## src/rtl/mcubfe_pkg.sv

```systemverilog
package mcubfe_pkg;

    // ------------------------------------------------------------
    // Bus style selections
    // ------------------------------------------------------------
    localparam logic [1:0] MCUBFE_RSTYLE_RD_N = 2'h0;
    localparam logic [1:0] MCUBFE_RSTYLE_E = 2'h1;
    localparam logic [1:0] MCUBFE_RSTYLE_DS_N = 2'h2;
    localparam logic [1:0] MCUBFE_RSTYLE_FETCH = 2'h3;

    // ------------------------------------------------------------
    // Port pin functions
    // ------------------------------------------------------------
    localparam logic [2:0] MCUBFE_PF_MCU_IO = 3'h0;
    localparam logic [2:0] MCUBFE_PF_MCELL = 3'h1;
    localparam logic [2:0] MCUBFE_PF_PLD_IN = 3'h2;
    localparam logic [2:0] MCUBFE_PF_LATCH_ADDR = 3'h3;
    localparam logic [2:0] MCUBFE_PF_ADDR_IN = 3'h4;
    localparam logic [2:0] MCUBFE_PF_DATA_IN = 3'h5;
    localparam logic [2:0] MCUBFE_PF_PERIPH = 3'h6;
    localparam logic [2:0] MCUBFE_PF_JTAG = 3'h7;

    // ------------------------------------------------------------
    // Reset values and field positions
    // ------------------------------------------------------------
    localparam logic [7:0] MCUBFE_PORT_RST = 8'h00;
    localparam logic [15:0] MCUBFE_ADDR_RST = 16'h0000;
    localparam int MCUBFE_PUSH_PULL_PINS = 4;
    localparam int MCUBFE_JTAG_PINS = 2;
    localparam int MCUBFE_SYNC_STAGES = 2;
    // Idle levels of write, read, fetch, strobe and chip select pins
    localparam logic [4:0] MCUBFE_CTRL_IDLE = 5'h1d;

    typedef enum logic [1:0] {
        MCUBFE_ST_IDLE = 2'b00,
        MCUBFE_ST_ADDR = 2'b01,
        MCUBFE_ST_DATA = 2'b11
    } mcubfe_state_t;

    // Bus controls as seen by the logic arrays
    typedef struct packed {
        logic write_n;
        logic read_n;
        logic fetch_n;
        logic latch;
        logic select_n;
    } mcubfe_ctrl_t;

    // Static configuration of one general port
    typedef struct packed {
        logic [7:0][2:0] func;
        logic [7:0] open_drain;
        logic [7:0] fast_slew;
    } mcubfe_port_cfg_t;

    // Drive of one general port
    typedef struct packed {
        logic [7:0] dout;
        logic [7:0] oe;
        logic [7:0] fast_slew;
    } mcubfe_port_drv_t;

endpackage

```

## src/rtl/mcubfe_port.sv

```systemverilog
`timescale 1ns/100ps
module mcubfe_port
    import mcubfe_pkg::*;
#(
    parameter int OD_LOW = 0,
    parameter int JTAG_OK = 0
) (
    input wire logic clk_i,
    input wire logic reset_n_i,
    input wire mcubfe_port_cfg_t cfg_i,
    input wire logic [7:0] mcu_out_i,
    input wire logic [7:0] mcu_dir_i,
    input wire logic [7:0] mcell_i,
    input wire logic [7:0] addr_i,
    output mcubfe_port_drv_t drv_o
);

    // ------------------------------------------------------------
    // Per-pin drive
    // ------------------------------------------------------------
    always_ff @(posedge clk_i or negedge reset_n_i) begin
        if (!reset_n_i) begin
            drv_o <= '0;
        end else begin
            for (int i = 0; i < 8; i++) begin
                logic val;
                logic en;
                logic od;
                val = 1'b0;
                en = 1'b0;
                case (cfg_i.func[i])
                    MCUBFE_PF_MCU_IO: begin
                        val = mcu_out_i[i];
                        en = mcu_dir_i[i];
                    end
                    MCUBFE_PF_MCELL: begin
                        val = mcell_i[i];
                        en = 1'b1;
                    end
                    MCUBFE_PF_LATCH_ADDR: begin
                        val = addr_i[i];
                        en = 1'b1;
                    end
                    default: begin
                        val = 1'b0;
                        en = 1'b0;
                    end
                endcase
                // JTAG pins stay inputs
                if (JTAG_OK == 0 && cfg_i.func[i] == MCUBFE_PF_JTAG) begin
                    en = 1'b0;
                end
                // Low pins of A and B are push-pull only
                od = cfg_i.open_drain[i] &&
                    (OD_LOW != 0 || i >= MCUBFE_PUSH_PULL_PINS);
                drv_o.dout[i] <= od ? 1'b0 : val;
                drv_o.oe[i] <= od ? (en && !val) : en;
                // Slew option only on push-pull-only pins
                drv_o.fast_slew[i] <= cfg_i.fast_slew[i] &&
                    OD_LOW == 0 && i < MCUBFE_PUSH_PULL_PINS;
            end
        end
    end

endmodule

```

## src/rtl/mcubfe_front_end.sv

```systemverilog
`timescale 1ns/100ps
module mcubfe_front_end
    import mcubfe_pkg::*;
(
    input wire logic clk_i,
    input wire logic reset_n_i,
    input wire logic muxed_bus_i,
    input wire logic write_is_dir_i,
    input wire logic [1:0] read_style_i,
    input wire logic fetch_used_i,
    input wire logic [7:0] lower_addr_data_port_i,
    output logic [7:0] lower_addr_data_port_o,
    output logic [7:0] lower_addr_data_port_oe_o,
    input wire logic [7:0] upper_addr_data_port_i,
    input wire logic bus_ctrl_in_write_i,
    input wire logic bus_ctrl_in_read_i,
    input wire logic bus_ctrl_in_fetch_i,
    input wire logic addr_strobe_alt_i,
    input wire logic chip_select_n_i,
    input wire logic block_select_i,
    input wire logic [7:0] read_data_i,
    input wire logic [7:0] port_a_i,
    input wire logic [7:0] port_b_i,
    input wire logic [7:0] port_c_i,
    input wire mcubfe_port_cfg_t port_a_cfg_i,
    input wire mcubfe_port_cfg_t port_b_cfg_i,
    input wire mcubfe_port_cfg_t port_c_cfg_i,
    input wire logic [23:0] mcu_port_out_i,
    input wire logic [23:0] mcu_port_dir_i,
    input wire logic [7:0] macrocell_group_ab_i,
    input wire logic [7:0] macrocell_group_bc_i,
    output logic [15:0] latched_addr_o,
    output mcubfe_ctrl_t ctrl_o,
    output logic [23:0] pld_port_in_o,
    output logic [7:0] write_data_o,
    output logic write_pulse_o,
    output logic mem_enable_o,
    output logic [1:0] jtag_pins_o,
    output logic [2:0] bus_state_o,
    output mcubfe_port_drv_t port_a_o,
    output mcubfe_port_drv_t port_b_o,
    output mcubfe_port_drv_t port_c_o
);

    // ------------------------------------------------------------
    // Pin synchronisers
    // ------------------------------------------------------------
    localparam int NSYNC = 8 + 8 + 5 + 24;
    logic [NSYNC-1:0] sync1_q;
    logic [NSYNC-1:0] sync2_q;
    logic [7:0] lo_s;
    logic [7:0] hi_s;
    logic wr_s;
    logic rd_s;
    logic ft_s;
    logic as_s;
    logic cs_n_s;
    logic [23:0] ports_s;

    always_ff @(posedge clk_i or negedge reset_n_i) begin
        if (!reset_n_i) begin
            // Idle pin levels, so release shows no false strobe
            sync1_q <= {16'h0000, MCUBFE_CTRL_IDLE, 24'h00_0000};
            sync2_q <= {16'h0000, MCUBFE_CTRL_IDLE, 24'h00_0000};
        end else begin
            sync1_q <= {lower_addr_data_port_i, upper_addr_data_port_i,
                bus_ctrl_in_write_i, bus_ctrl_in_read_i,
                bus_ctrl_in_fetch_i, addr_strobe_alt_i, chip_select_n_i,
                port_c_i, port_b_i, port_a_i};
            sync2_q <= sync1_q;
        end
    end

    assign {lo_s, hi_s, wr_s, rd_s, ft_s, as_s, cs_n_s, ports_s} = sync2_q;

    // ------------------------------------------------------------
    // Control decode
    // ------------------------------------------------------------
    // Read is active-low for all styles except the E clock
    function automatic logic read_active(input logic [1:0] style,
                                         input logic pin);
        read_active = (style == MCUBFE_RSTYLE_E) ? pin : !pin;
    endfunction

    logic rd_act;
    logic wr_act;
    logic sel;
    logic [7:0] port_a_data;

    assign rd_act = write_is_dir_i ?
        (read_active(read_style_i, rd_s) && wr_s) :
        read_active(read_style_i, rd_s);
    assign wr_act = write_is_dir_i ?
        (read_active(read_style_i, rd_s) && !wr_s) : !wr_s;
    assign sel = block_select_i && !cs_n_s;
    // Non-multiplexed hosts may route data through port A
    assign port_a_data = ports_s[7:0];

    // ------------------------------------------------------------
    // Address latch and bus cycle
    // ------------------------------------------------------------
    mcubfe_state_t state_q;
    logic wr_prev_q;

    always_ff @(posedge clk_i or negedge reset_n_i) begin
        if (!reset_n_i) begin
            state_q <= MCUBFE_ST_IDLE;
        end else begin
            case (state_q)
                MCUBFE_ST_IDLE: begin
                    if (as_s) begin
                        state_q <= MCUBFE_ST_ADDR;
                    end
                end
                MCUBFE_ST_ADDR: begin
                    if (!as_s) begin
                        state_q <= MCUBFE_ST_DATA;
                    end
                end
                MCUBFE_ST_DATA: begin
                    if (as_s) begin
                        state_q <= MCUBFE_ST_ADDR;
                    end
                end
                default: begin
                    state_q <= MCUBFE_ST_IDLE;
                end
            endcase
        end
    end

    // Transparent while strobe high, held after it falls
    always_ff @(posedge clk_i or negedge reset_n_i) begin
        if (!reset_n_i) begin
            latched_addr_o <= MCUBFE_ADDR_RST;
        end else if (as_s) begin
            latched_addr_o <= {hi_s, lo_s};
        end
    end

    // ------------------------------------------------------------
    // Data path toward the host
    // ------------------------------------------------------------
    always_ff @(posedge clk_i or negedge reset_n_i) begin
        if (!reset_n_i) begin
            lower_addr_data_port_o <= MCUBFE_PORT_RST;
            lower_addr_data_port_oe_o <= MCUBFE_PORT_RST;
        end else begin
            lower_addr_data_port_o <= read_data_i;
            // Never drive during the address phase of a muxed bus
            lower_addr_data_port_oe_o <= {8{rd_act && sel && !as_s}};
        end
    end

    // Write data taken on the end of the write strobe
    always_ff @(posedge clk_i or negedge reset_n_i) begin
        if (!reset_n_i) begin
            wr_prev_q <= 1'b0;
            write_data_o <= MCUBFE_PORT_RST;
            write_pulse_o <= 1'b0;
        end else begin
            wr_prev_q <= wr_act && sel;
            write_pulse_o <= wr_prev_q && !(wr_act && sel);
            if (wr_act && sel) begin
                write_data_o <= muxed_bus_i ? lo_s : port_a_data;
            end
        end
    end

    // ------------------------------------------------------------
    // Logic-array feeds
    // ------------------------------------------------------------
    always_ff @(posedge clk_i or negedge reset_n_i) begin
        if (!reset_n_i) begin
            ctrl_o <= '1;
            pld_port_in_o <= '0;
            mem_enable_o <= 1'b0;
            jtag_pins_o <= '0;
            bus_state_o <= '0;
        end else begin
            ctrl_o.write_n <= !wr_act;
            ctrl_o.read_n <= !rd_act;
            // Generic input when no fetch enable is used
            ctrl_o.fetch_n <= fetch_used_i ? ft_s : ft_s;
            ctrl_o.latch <= as_s;
            ctrl_o.select_n <= cs_n_s;
            pld_port_in_o <= ports_s;
            mem_enable_o <= !cs_n_s;
            jtag_pins_o <= ports_s[16 +: MCUBFE_JTAG_PINS];
            bus_state_o <= {1'b0, state_q} |
                {fetch_used_i && !ft_s, 2'b00};
        end
    end

    // ------------------------------------------------------------
    // General ports
    // ------------------------------------------------------------
    mcubfe_port #(.OD_LOW(0), .JTAG_OK(0)) u_port_a (
        .clk_i(clk_i),
        .reset_n_i(reset_n_i),
        .cfg_i(port_a_cfg_i),
        .mcu_out_i(mcu_port_out_i[7:0]),
        .mcu_dir_i(mcu_port_dir_i[7:0]),
        .mcell_i(macrocell_group_ab_i),
        .addr_i(latched_addr_o[7:0]),
        .drv_o(port_a_o)
    );

    mcubfe_port #(.OD_LOW(0), .JTAG_OK(0)) u_port_b (
        .clk_i(clk_i),
        .reset_n_i(reset_n_i),
        .cfg_i(port_b_cfg_i),
        .mcu_out_i(mcu_port_out_i[15:8]),
        .mcu_dir_i(mcu_port_dir_i[15:8]),
        .mcell_i(macrocell_group_bc_i),
        .addr_i(latched_addr_o[15:8]),
        .drv_o(port_b_o)
    );

    mcubfe_port #(.OD_LOW(1), .JTAG_OK(0)) u_port_c (
        .clk_i(clk_i),
        .reset_n_i(reset_n_i),
        .cfg_i(port_c_cfg_i),
        .mcu_out_i(mcu_port_out_i[23:16]),
        .mcu_dir_i(mcu_port_dir_i[23:16]),
        .mcell_i(macrocell_group_bc_i),
        .addr_i(latched_addr_o[7:0]),
        .drv_o(port_c_o)
    );

endmodule

```

## config.mk

```make
export PLATFORM = sky130hd
export DESIGN_NAME = mcubfe_front_end
export DESIGN_NICKNAME = d
export VERILOG_FILES = /design/src/rtl/mcubfe_pkg.sv /design/src/rtl/mcubfe_port.sv /design/src/rtl/mcubfe_front_end.sv
export SDC_FILE = /design/constraint.sdc
export NUM_CORES = 1
export LEC_CHECK = 0
export BUFFER_PORTS_ARGS = -buffer_cell sky130_fd_sc_hd__buf_4
export CAP_MARGIN = 25
export CORE_AREA = 8 8 148 150
export CTS_CLUSTER_SIZE = 40
export DETAILED_ROUTE_END_ITERATION = 7
export DIE_AREA = 0 0 156 158
export PLACE_DENSITY = 0.69
export SLEW_MARGIN = 20
export SYNTH_ARGS = -nofsm -noshare
export SYNTH_HDL_FRONTEND = slang
export SYNTH_SLANG_ARGS = --single-unit
```

## constraint.sdc

```tcl
create_clock -name clk_i -period 2.1 [get_ports clk_i]
set_input_delay 0.315 -clock clk_i [delete_from_list [all_inputs] [get_ports clk_i]]
set_output_delay 0.315 -clock clk_i [all_outputs]
set_load 0.03 [all_outputs]
```

==> results by group, run 1 <==
Critical path
  – Crit path from: latched_addr_o[7]$_DFFE_PN0P_
  – Slowest-stage cell, CP: dlygate4sd3_1
  – Reg2Reg Setup Slack: 250 ps
  – Critical path's largest stage delay: 600 ps
  – WP data arrival: 2270 ps
  – Crit path cell chain: mux2_2 > a22o_1 > a211oi_1 > dlygate4sd3_1
  – Reg2reg start: latched_addr_o[7]$_DFFE_PN0P_
  – WP buf/inv: 1
  – CP max FO: 4
  – Setup CP Type: reg2reg
  – Crit. path cell count: 4
  – R2r worst-path depth: 4
  – Critical path capture point type: flip-flop
  – Worst EP required: 2520 ps
  – Startpoint Class: flip-flop
  – Crit-path leading delay family: buffers and inverters

Drt
  – Drt initial violations: 147
  – DR vias/cell: 4.41
  – Via Count: 5,476
  – WL per Instance: 17.1 um
  – Detail Route Antenna Nets: 0
  – DRT Pass-1 Iters: 4
  – Remaining routing DRC violations: 0
  – WL final: 21,300 um

Clock tree
  – CTS resizes: 0
  – Clk slew on worst S/H paths: 60 ps
  – H-tree lvl count: 1
  – CTS sink cnt: 216
  – CTS Buffer Depth: 3
  – CTS tree: done
  – Clk Latency, worst-skew pair: 490 ps
  – Clock buffer count from CTS: 22
  – CTS root buf: clkbuf_16
  – Setup bufs post-CTS: 0

Synth
  – Post-synthesis cell count: 468
  – Top cells by count, synth: dfrtp_1 (203), mux2_2 (54), nor2_1 (31), a21oi_1 (29), inv_1 (28)
  – Top cells by area in the synthesized netlist: dfrtp_1 (70%), mux2_2 (8.4%), dfstp_2 (4.7%), buf_4 (2.6%), a21oi_1 (2.0%)
  – Netlist cell types: 28
  – Count leader, synth: dfrtp_1
  – Synth async-reset ratio: 1.00
  – Ys flop type: dfrtp_1
  – Synth top area share: 0.703
  – Mean Syn Cell Area: 15.4 um^2
  – Seq/Total Area, Yosys: 0.750
  – Synth warnings: 0
  – Post-synth EDFFs: 0
  – Mapped cell area: 0.00723 mm^2
  – Cell taking the most area after synthesis: dfrtp_1
  – Synthesized flop and latch total: 216

Pwr
  – Maximum vdd drop: 0.000726 V
  – Power Dens Cells: 862 mW/mm^2
  – Pleak: 5.97 nW

STA
  – Final setup viols: 0
  – Clock skew: 9.83 ps
  – Slew Limit Fails: 0
  – RSZ-0062 raised after global routing: false
  – Highest clock rate: 542 MHz
  – TNS Setup: 0 ps
  – Final period utilization: 0.879
  – Rel. slew slack: 0.651
  – Worst Tran Pin Value: 523 ps
  – Fin crit period: 1850 ps
  – Fin. Hold Viols: 0

Die
  – Die height: 158 um
  – Die W: 156 um
  – IO Count: 393
  – Row cnt: 52
  – Core Area: 0.0197 mm^2
  – Die area: 0.0246 mm^2
  – Initial Utilization: 0.367

GRT
  – Largest net degree at the start of global routing: 71
  – GR Util met1: 0.171
  – Total GRT Usage: 0.165
  – First-pass GRT wire length: 32,000 um
  – Met2 GRT Util: 0.297
  – Initial antenna violation count: 0
  – Total gr overflow: 0
  – Number of global-route vias before repair: 6,152
  – Met3 Track Usage GR: 0.0702
  – Global routing's busiest layer: met2

Finish
  – Layout fillers: 1,491
  – Final #Nets: 1,205
  – N_diodes: 0
  – Share of cells above drive strength 1: 0.481
  – Area Overhead vs Synth: 68.2%
  – Layout Cells excl Fill: 1,243

Min path
  – Hold Path Origin: port_b_cfg_i[22]
  – Hold Path Class: in2reg
  – Hold depth: 3

Placement
  – Port-buffer cells: 352
  – Placer Congestion: 0.884
  – Detailed Place HPWL: 14,900 um
  – DP Cell Count: 1,085

Run status
  – Outcome: completed

Run
  – Max-Cap Viols: 0
[cells in the final DEF, fill, tap and decap left out, types with 2 or more instances in the layout]
cell / instances
clkinv_4: 5
o21ai_0: 3
dlygate4sd3_1: 118
bufinv_16: 4
buf_12: 4
dfrtp_1: 203
nand2_1: 5
buf_4: 355
clkinv_2: 3
dfstp_2: 13
a211oi_1: 16
a21o_1: 2
clkbuf_16: 23
ha_1: 3
conb_1: 16
mux2_2: 54
inv_1: 28
clkinvlp_4: 3
nor2_1: 31
a22o_1: 14
nand3_1: 6
a21oi_1: 29
a22oi_1: 4
nor3b_1: 16
nand2b_1: 2
mux2i_1: 3
[through the flow]
| step | cell area (um^2) | util | hold slack (ps) | total power, W | setup slack, ps |
|---|---|---|---|---|---|
| after floorplan | 7280 | - | 19.4 | 0.00538 | 265 |
| after global placement | 10200 | 0.517 | 318 | 0.00621 | 271 |
| after detailed placement | 10200 | 0.517 | 320 | 0.00624 | 278 |
| after CTS | 12200 | 0.617 | 23.3 | 0.0106 | 258 |
| after global routing | 12200 | 0.617 | 51.7 | 0.0109 | 174 |
| final | 12200 | 0.617 | 66.0 | 0.0105 | 253 |
[kinds of logic (layout without fill, tap and decap cells)]
family / count (synthesis) / in the layout / synth area share
AOI/OAI and AO/OA: 70 / 70 / 0.0670
xor gates and xnor gates: 1 / 1 / 0.00121
adders and majority gates: 3 / 3 / 0.00519
buffers and inverters: 56 / 546 / 0.0421
DFF: 216 / 216 / 0.750
muxes: 57 / 57 / 0.0883
other: 1 / 16 / 0.000519
and+or+nand+nor: 64 / 64 / 0.0457
[registers in the layout, indices dropped and copies added (netlist names)]
name	cells
sync2_q	45
jtag_pins_o	1
bus_state_o	3
latched_addr_o	16
write_pulse_o	1
u_port_c.drv_o	16
write_data_o	8
ctrl_o	5
state_q	2
mem_enable_o	1
u_port_b.drv_o	20
pld_port_in_o	23
lower_addr_data_port_o	8
sync1_q	45
lower_addr_data_port_oe_o	1
wr_prev_q	1
u_port_a.drv_o	20
[where the power goes]
group,total (W),leakage (nW),switching [W],internal (W)
sequential,0.00458,2.58,0.000130,0.00445
combinational,0.00176,3.01,0.000905,0.000858
clock,0.00414,0.378,0.00162,0.00252
total,0.0105,5.97,0.00265,0.00783
[final cells by class]
cell class	count	area [um^2]	area share
Clock buffer	24	579	0.0477
Clock inverter	16	210	0.0173
Inverter	28	105	0.00865
Multi-Input combinational cell	211	1560	0.128
Sequential cell	216	5420	0.446
Tap cell	270	338	0.0278
Timing Repair Buffer	478	3940	0.324
[worst paths after layout]
path,to
worst max-delay path,u_port_a.drv_o[15]$_DFF_PN0_
worst min-delay path,u_port_b.drv_o[10]$_DFF_PN0_
worst max register to register,u_port_a.drv_o[15]$_DFF_PN0_
worst min register to register,pld_port_in_o[19]$_DFF_PN0_
max in group asynchronous,sync2_q[27]$_DFF_PN1_
min in group asynchronous,sync1_q[15]$_DFF_PN0_
[layer usage]
layer | vias to the layer above | routed length (um)
li1 | 2533 | -
met1 | 2655 | 7490
met2 | 255 | 11000
met3 | 33 | 2390
met4 | 0 | 358
met5 | - | 0
[timing repair]
action                                  4_1_cts  5_1_grt
endpoints found under the hold margin       169        0
endpoints found under the setup margin        0        0
hold buffers                                118        0
[worst register-to-register path: stages, from the launching register on]
cell and delay (ps):
dfrtp_1 410, mux2_2 270, a22o_1 240, a211oi_1 260, dlygate4sd3_1 600
(Power assumes the default switching activity.)
==> inputs of run 2 (changes only) <==
--- a/config.mk
+++ b/config.mk
@@ -10,2 +10,3 @@
 export CORE_AREA = 8 8 148 150
+export CTS_CLUSTER_DIAMETER = 80
 export CTS_CLUSTER_SIZE = 40
--- a/constraint.sdc
+++ b/constraint.sdc
@@ -3,2 +3,2 @@
 set_output_delay 0.315 -clock clk_i [all_outputs]
-set_load 0.03 [all_outputs]
+set_load 0.02 [all_outputs]
==> results by group, run 2 (synthesis results as in run 1) <==
Clock tree
  – Clock buffer count from CTS: 11
  – CTS Buffer Depth: 3
  – CTS resizes: 0
  – H-tree lvl count: 1
  – Clk Latency, worst-skew pair: 470 ps
  – Clk slew on worst S/H paths: 120 ps
  – CTS sink cnt: 216
  – CTS root buf: clkbuf_16
  – CTS tree: done

Die
  – IO Count: 393
  – Initial Utilization: 0.367
  – Row cnt: 52
  – Die W: 156 um
  – Core Area: 0.0197 mm^2
  – Die height: 158 um
  – Die area: 0.0246 mm^2

GRT
  – Total GRT Usage: 0.159
  – Largest net degree at the start of global routing: 71
  – Initial antenna violation count: 0
  – First-pass GRT wire length: 30,900 um
  – Total gr overflow: 0
  – Number of global-route vias before repair: 5,818

Drt
  – Drt initial violations: 168
  – Via Count: 5,293
  – DRT Pass-1 Iters: 4
  – Remaining routing DRC violations: 0
  – WL per Instance: 16.9 um
  – Detail Route Antenna Nets: 0
  – WL final: 20,400 um
  – DR vias/cell: 4.38

STA
  – Rel. slew slack: 0.646
  – Hold Slack: 31.8 ps
  – Final period utilization: 0.882
  – Clock skew: 20.4 ps
  – Highest clock rate: 540 MHz
  – Post-route setup slack: 247 ps
  – Slew Limit Fails: 0
  – Fin crit period: 1850 ps
  – Worst Tran Pin Value: 532 ps
  – Final setup viols: 0
  – RSZ-0062 raised after global routing: false
  – TNS Setup: 0 ps
  – Fin. Hold Viols: 0

Finish
  – Area Overhead vs Synth: 60.2%
  – Largest registers: sync1_q x45, sync2_q x45, pld_port_in_o x23
  – Most common cell after layout, fill and taps aside: buf_4
  – Layout fillers: 1,558
  – Most frequent cells in the layout: buf_4 (355), dfrtp_1 (203), dlygate4sd3_1 (107)
  – Cell area after layout: 0.0116 mm^2
  – N_diodes: 0
  – Final #Nets: 1,183
  – Share of cells above drive strength 1: 0.475

Critical path
  – Startpoint Class: flip-flop
  – CP max FO: 10
  – Setup CP Type: reg2reg
  – WP data arrival: 2200 ps
  – Worst EP required: 2450 ps
  – Critical path capture point type: flip-flop

Run status
  – Outcome: completed

Run
  – Max-Cap Viols: 0

Pwr
  – Clock Power Share: 0.272
  – Maximum vdd drop: 0.000797 V
  – Combinational share of power: 0.186
  – Pleak: 5.69 nW
  – Pint: 0.00629 W
  – Sw Pwr: 0.00215 W
  – Power Dens Cells: 729 mW/mm^2
  – Sw Share: 0.255
  – Register share of total power: 0.542

Placement
  – Post-Place Worst Slack: 278 ps
  – Port-buffer cells: 352
  – Placed inst area: 0.0102 mm^2
  – Placer Congestion: 0.884
  – Detailed Place HPWL: 14,900 um

Min path
  – Hold Path Class: in2reg
-- run 2: changes by cell type in the layout (fill, tap and decap cells not counted), sizes merged --
cell,before,now
dlygate4sd3,118,107
inv,29,32
bufinv,4,0
clkinv,8,1
clkinvlp,3,1
clkbuf,24,11
-- run 2: power groups by stage --
stage | Sequential, W | Combinational [W] | Clock [W]
floorplan | 0.00486 | 0.000358 | 0
CTS | 0.00458 | 0.00158 | 0.00243
global route | 0.00461 | 0.00170 | 0.00256
detailed placement | 0.00466 | 0.00141 | 0
global placement | 0.00465 | 0.00139 | 0
finish | 0.00458 | 0.00157 | 0.00229
-- run 2: critical path, stage by stage (launching register included) --
cell       delay (ps)
dfstp_2           560
and4bb_2          260
a2111oi_4         380
buf_12            190
mux2_2            330
-- run 2: final timing paths --
kind | startpoint | cells past startpoint | end | slack, ps
setup / recovery | sync2_q[27]$_DFF_PN1_ | 4 | write_data_o[5]$_DFFE_PN0P_ | 250
hold / removal | port_c_cfg_i[39] | 2 | u_port_c.drv_o[15]$_DFF_PN0_ | 30
setup reg to reg | sync2_q[27]$_DFF_PN1_ | 4 | write_data_o[5]$_DFFE_PN0P_ | 250
hold reg to reg | sync1_q[43]$_DFF_PN0_ | 0 | sync2_q[43]$_DFF_PN0_ | 350
max in group asynchronous | reset_n_i | 3 | ctrl_o[1]$_DFF_PN1_ | 1020
min in group asynchronous | reset_n_i | 2 | lower_addr_data_port_o[0]$_DFF_PN0_ | 400
-- run 2: layout make-up --
class                   count  area (um^2)  share of cell area
clock buffers              11          275              0.0238
well taps                 270          338              0.0292
flip-flops and latches    216         5420               0.468
repair buffers            467         3830               0.331
inverters                  28          105             0.00908
clock inverters             6         51.3             0.00443
multi-input cells         211         1560               0.135
-- run 2: layer usage --
layer,global-route usage,part of all wire,vias to the layer above
li1,-,-,2477
met1,0.168,0.35,2559
met2,0.282,0.51,233
met3,0.0713,0.11,24
met4,0.0448,0.022,0
met5,0,0,-
-- run 2: timing repair --
item / in CTS / in global routing
setup buffers: 0 / 0
hold buffers: 107 / 0
endpoints found under the hold margin: 168 / 0
-- run 2: metrics by stage --
stage | total power (W) | util | cells
floorplan | 0.00522 | - | 483
global placement | 0.00604 | 0.517 | 1085
detailed placement | 0.00608 | 0.517 | 1085
CTS | 0.00859 | 0.587 | 1209
global route | 0.00887 | 0.587 | 1209
finish | 0.00844 | 0.587 | 1209
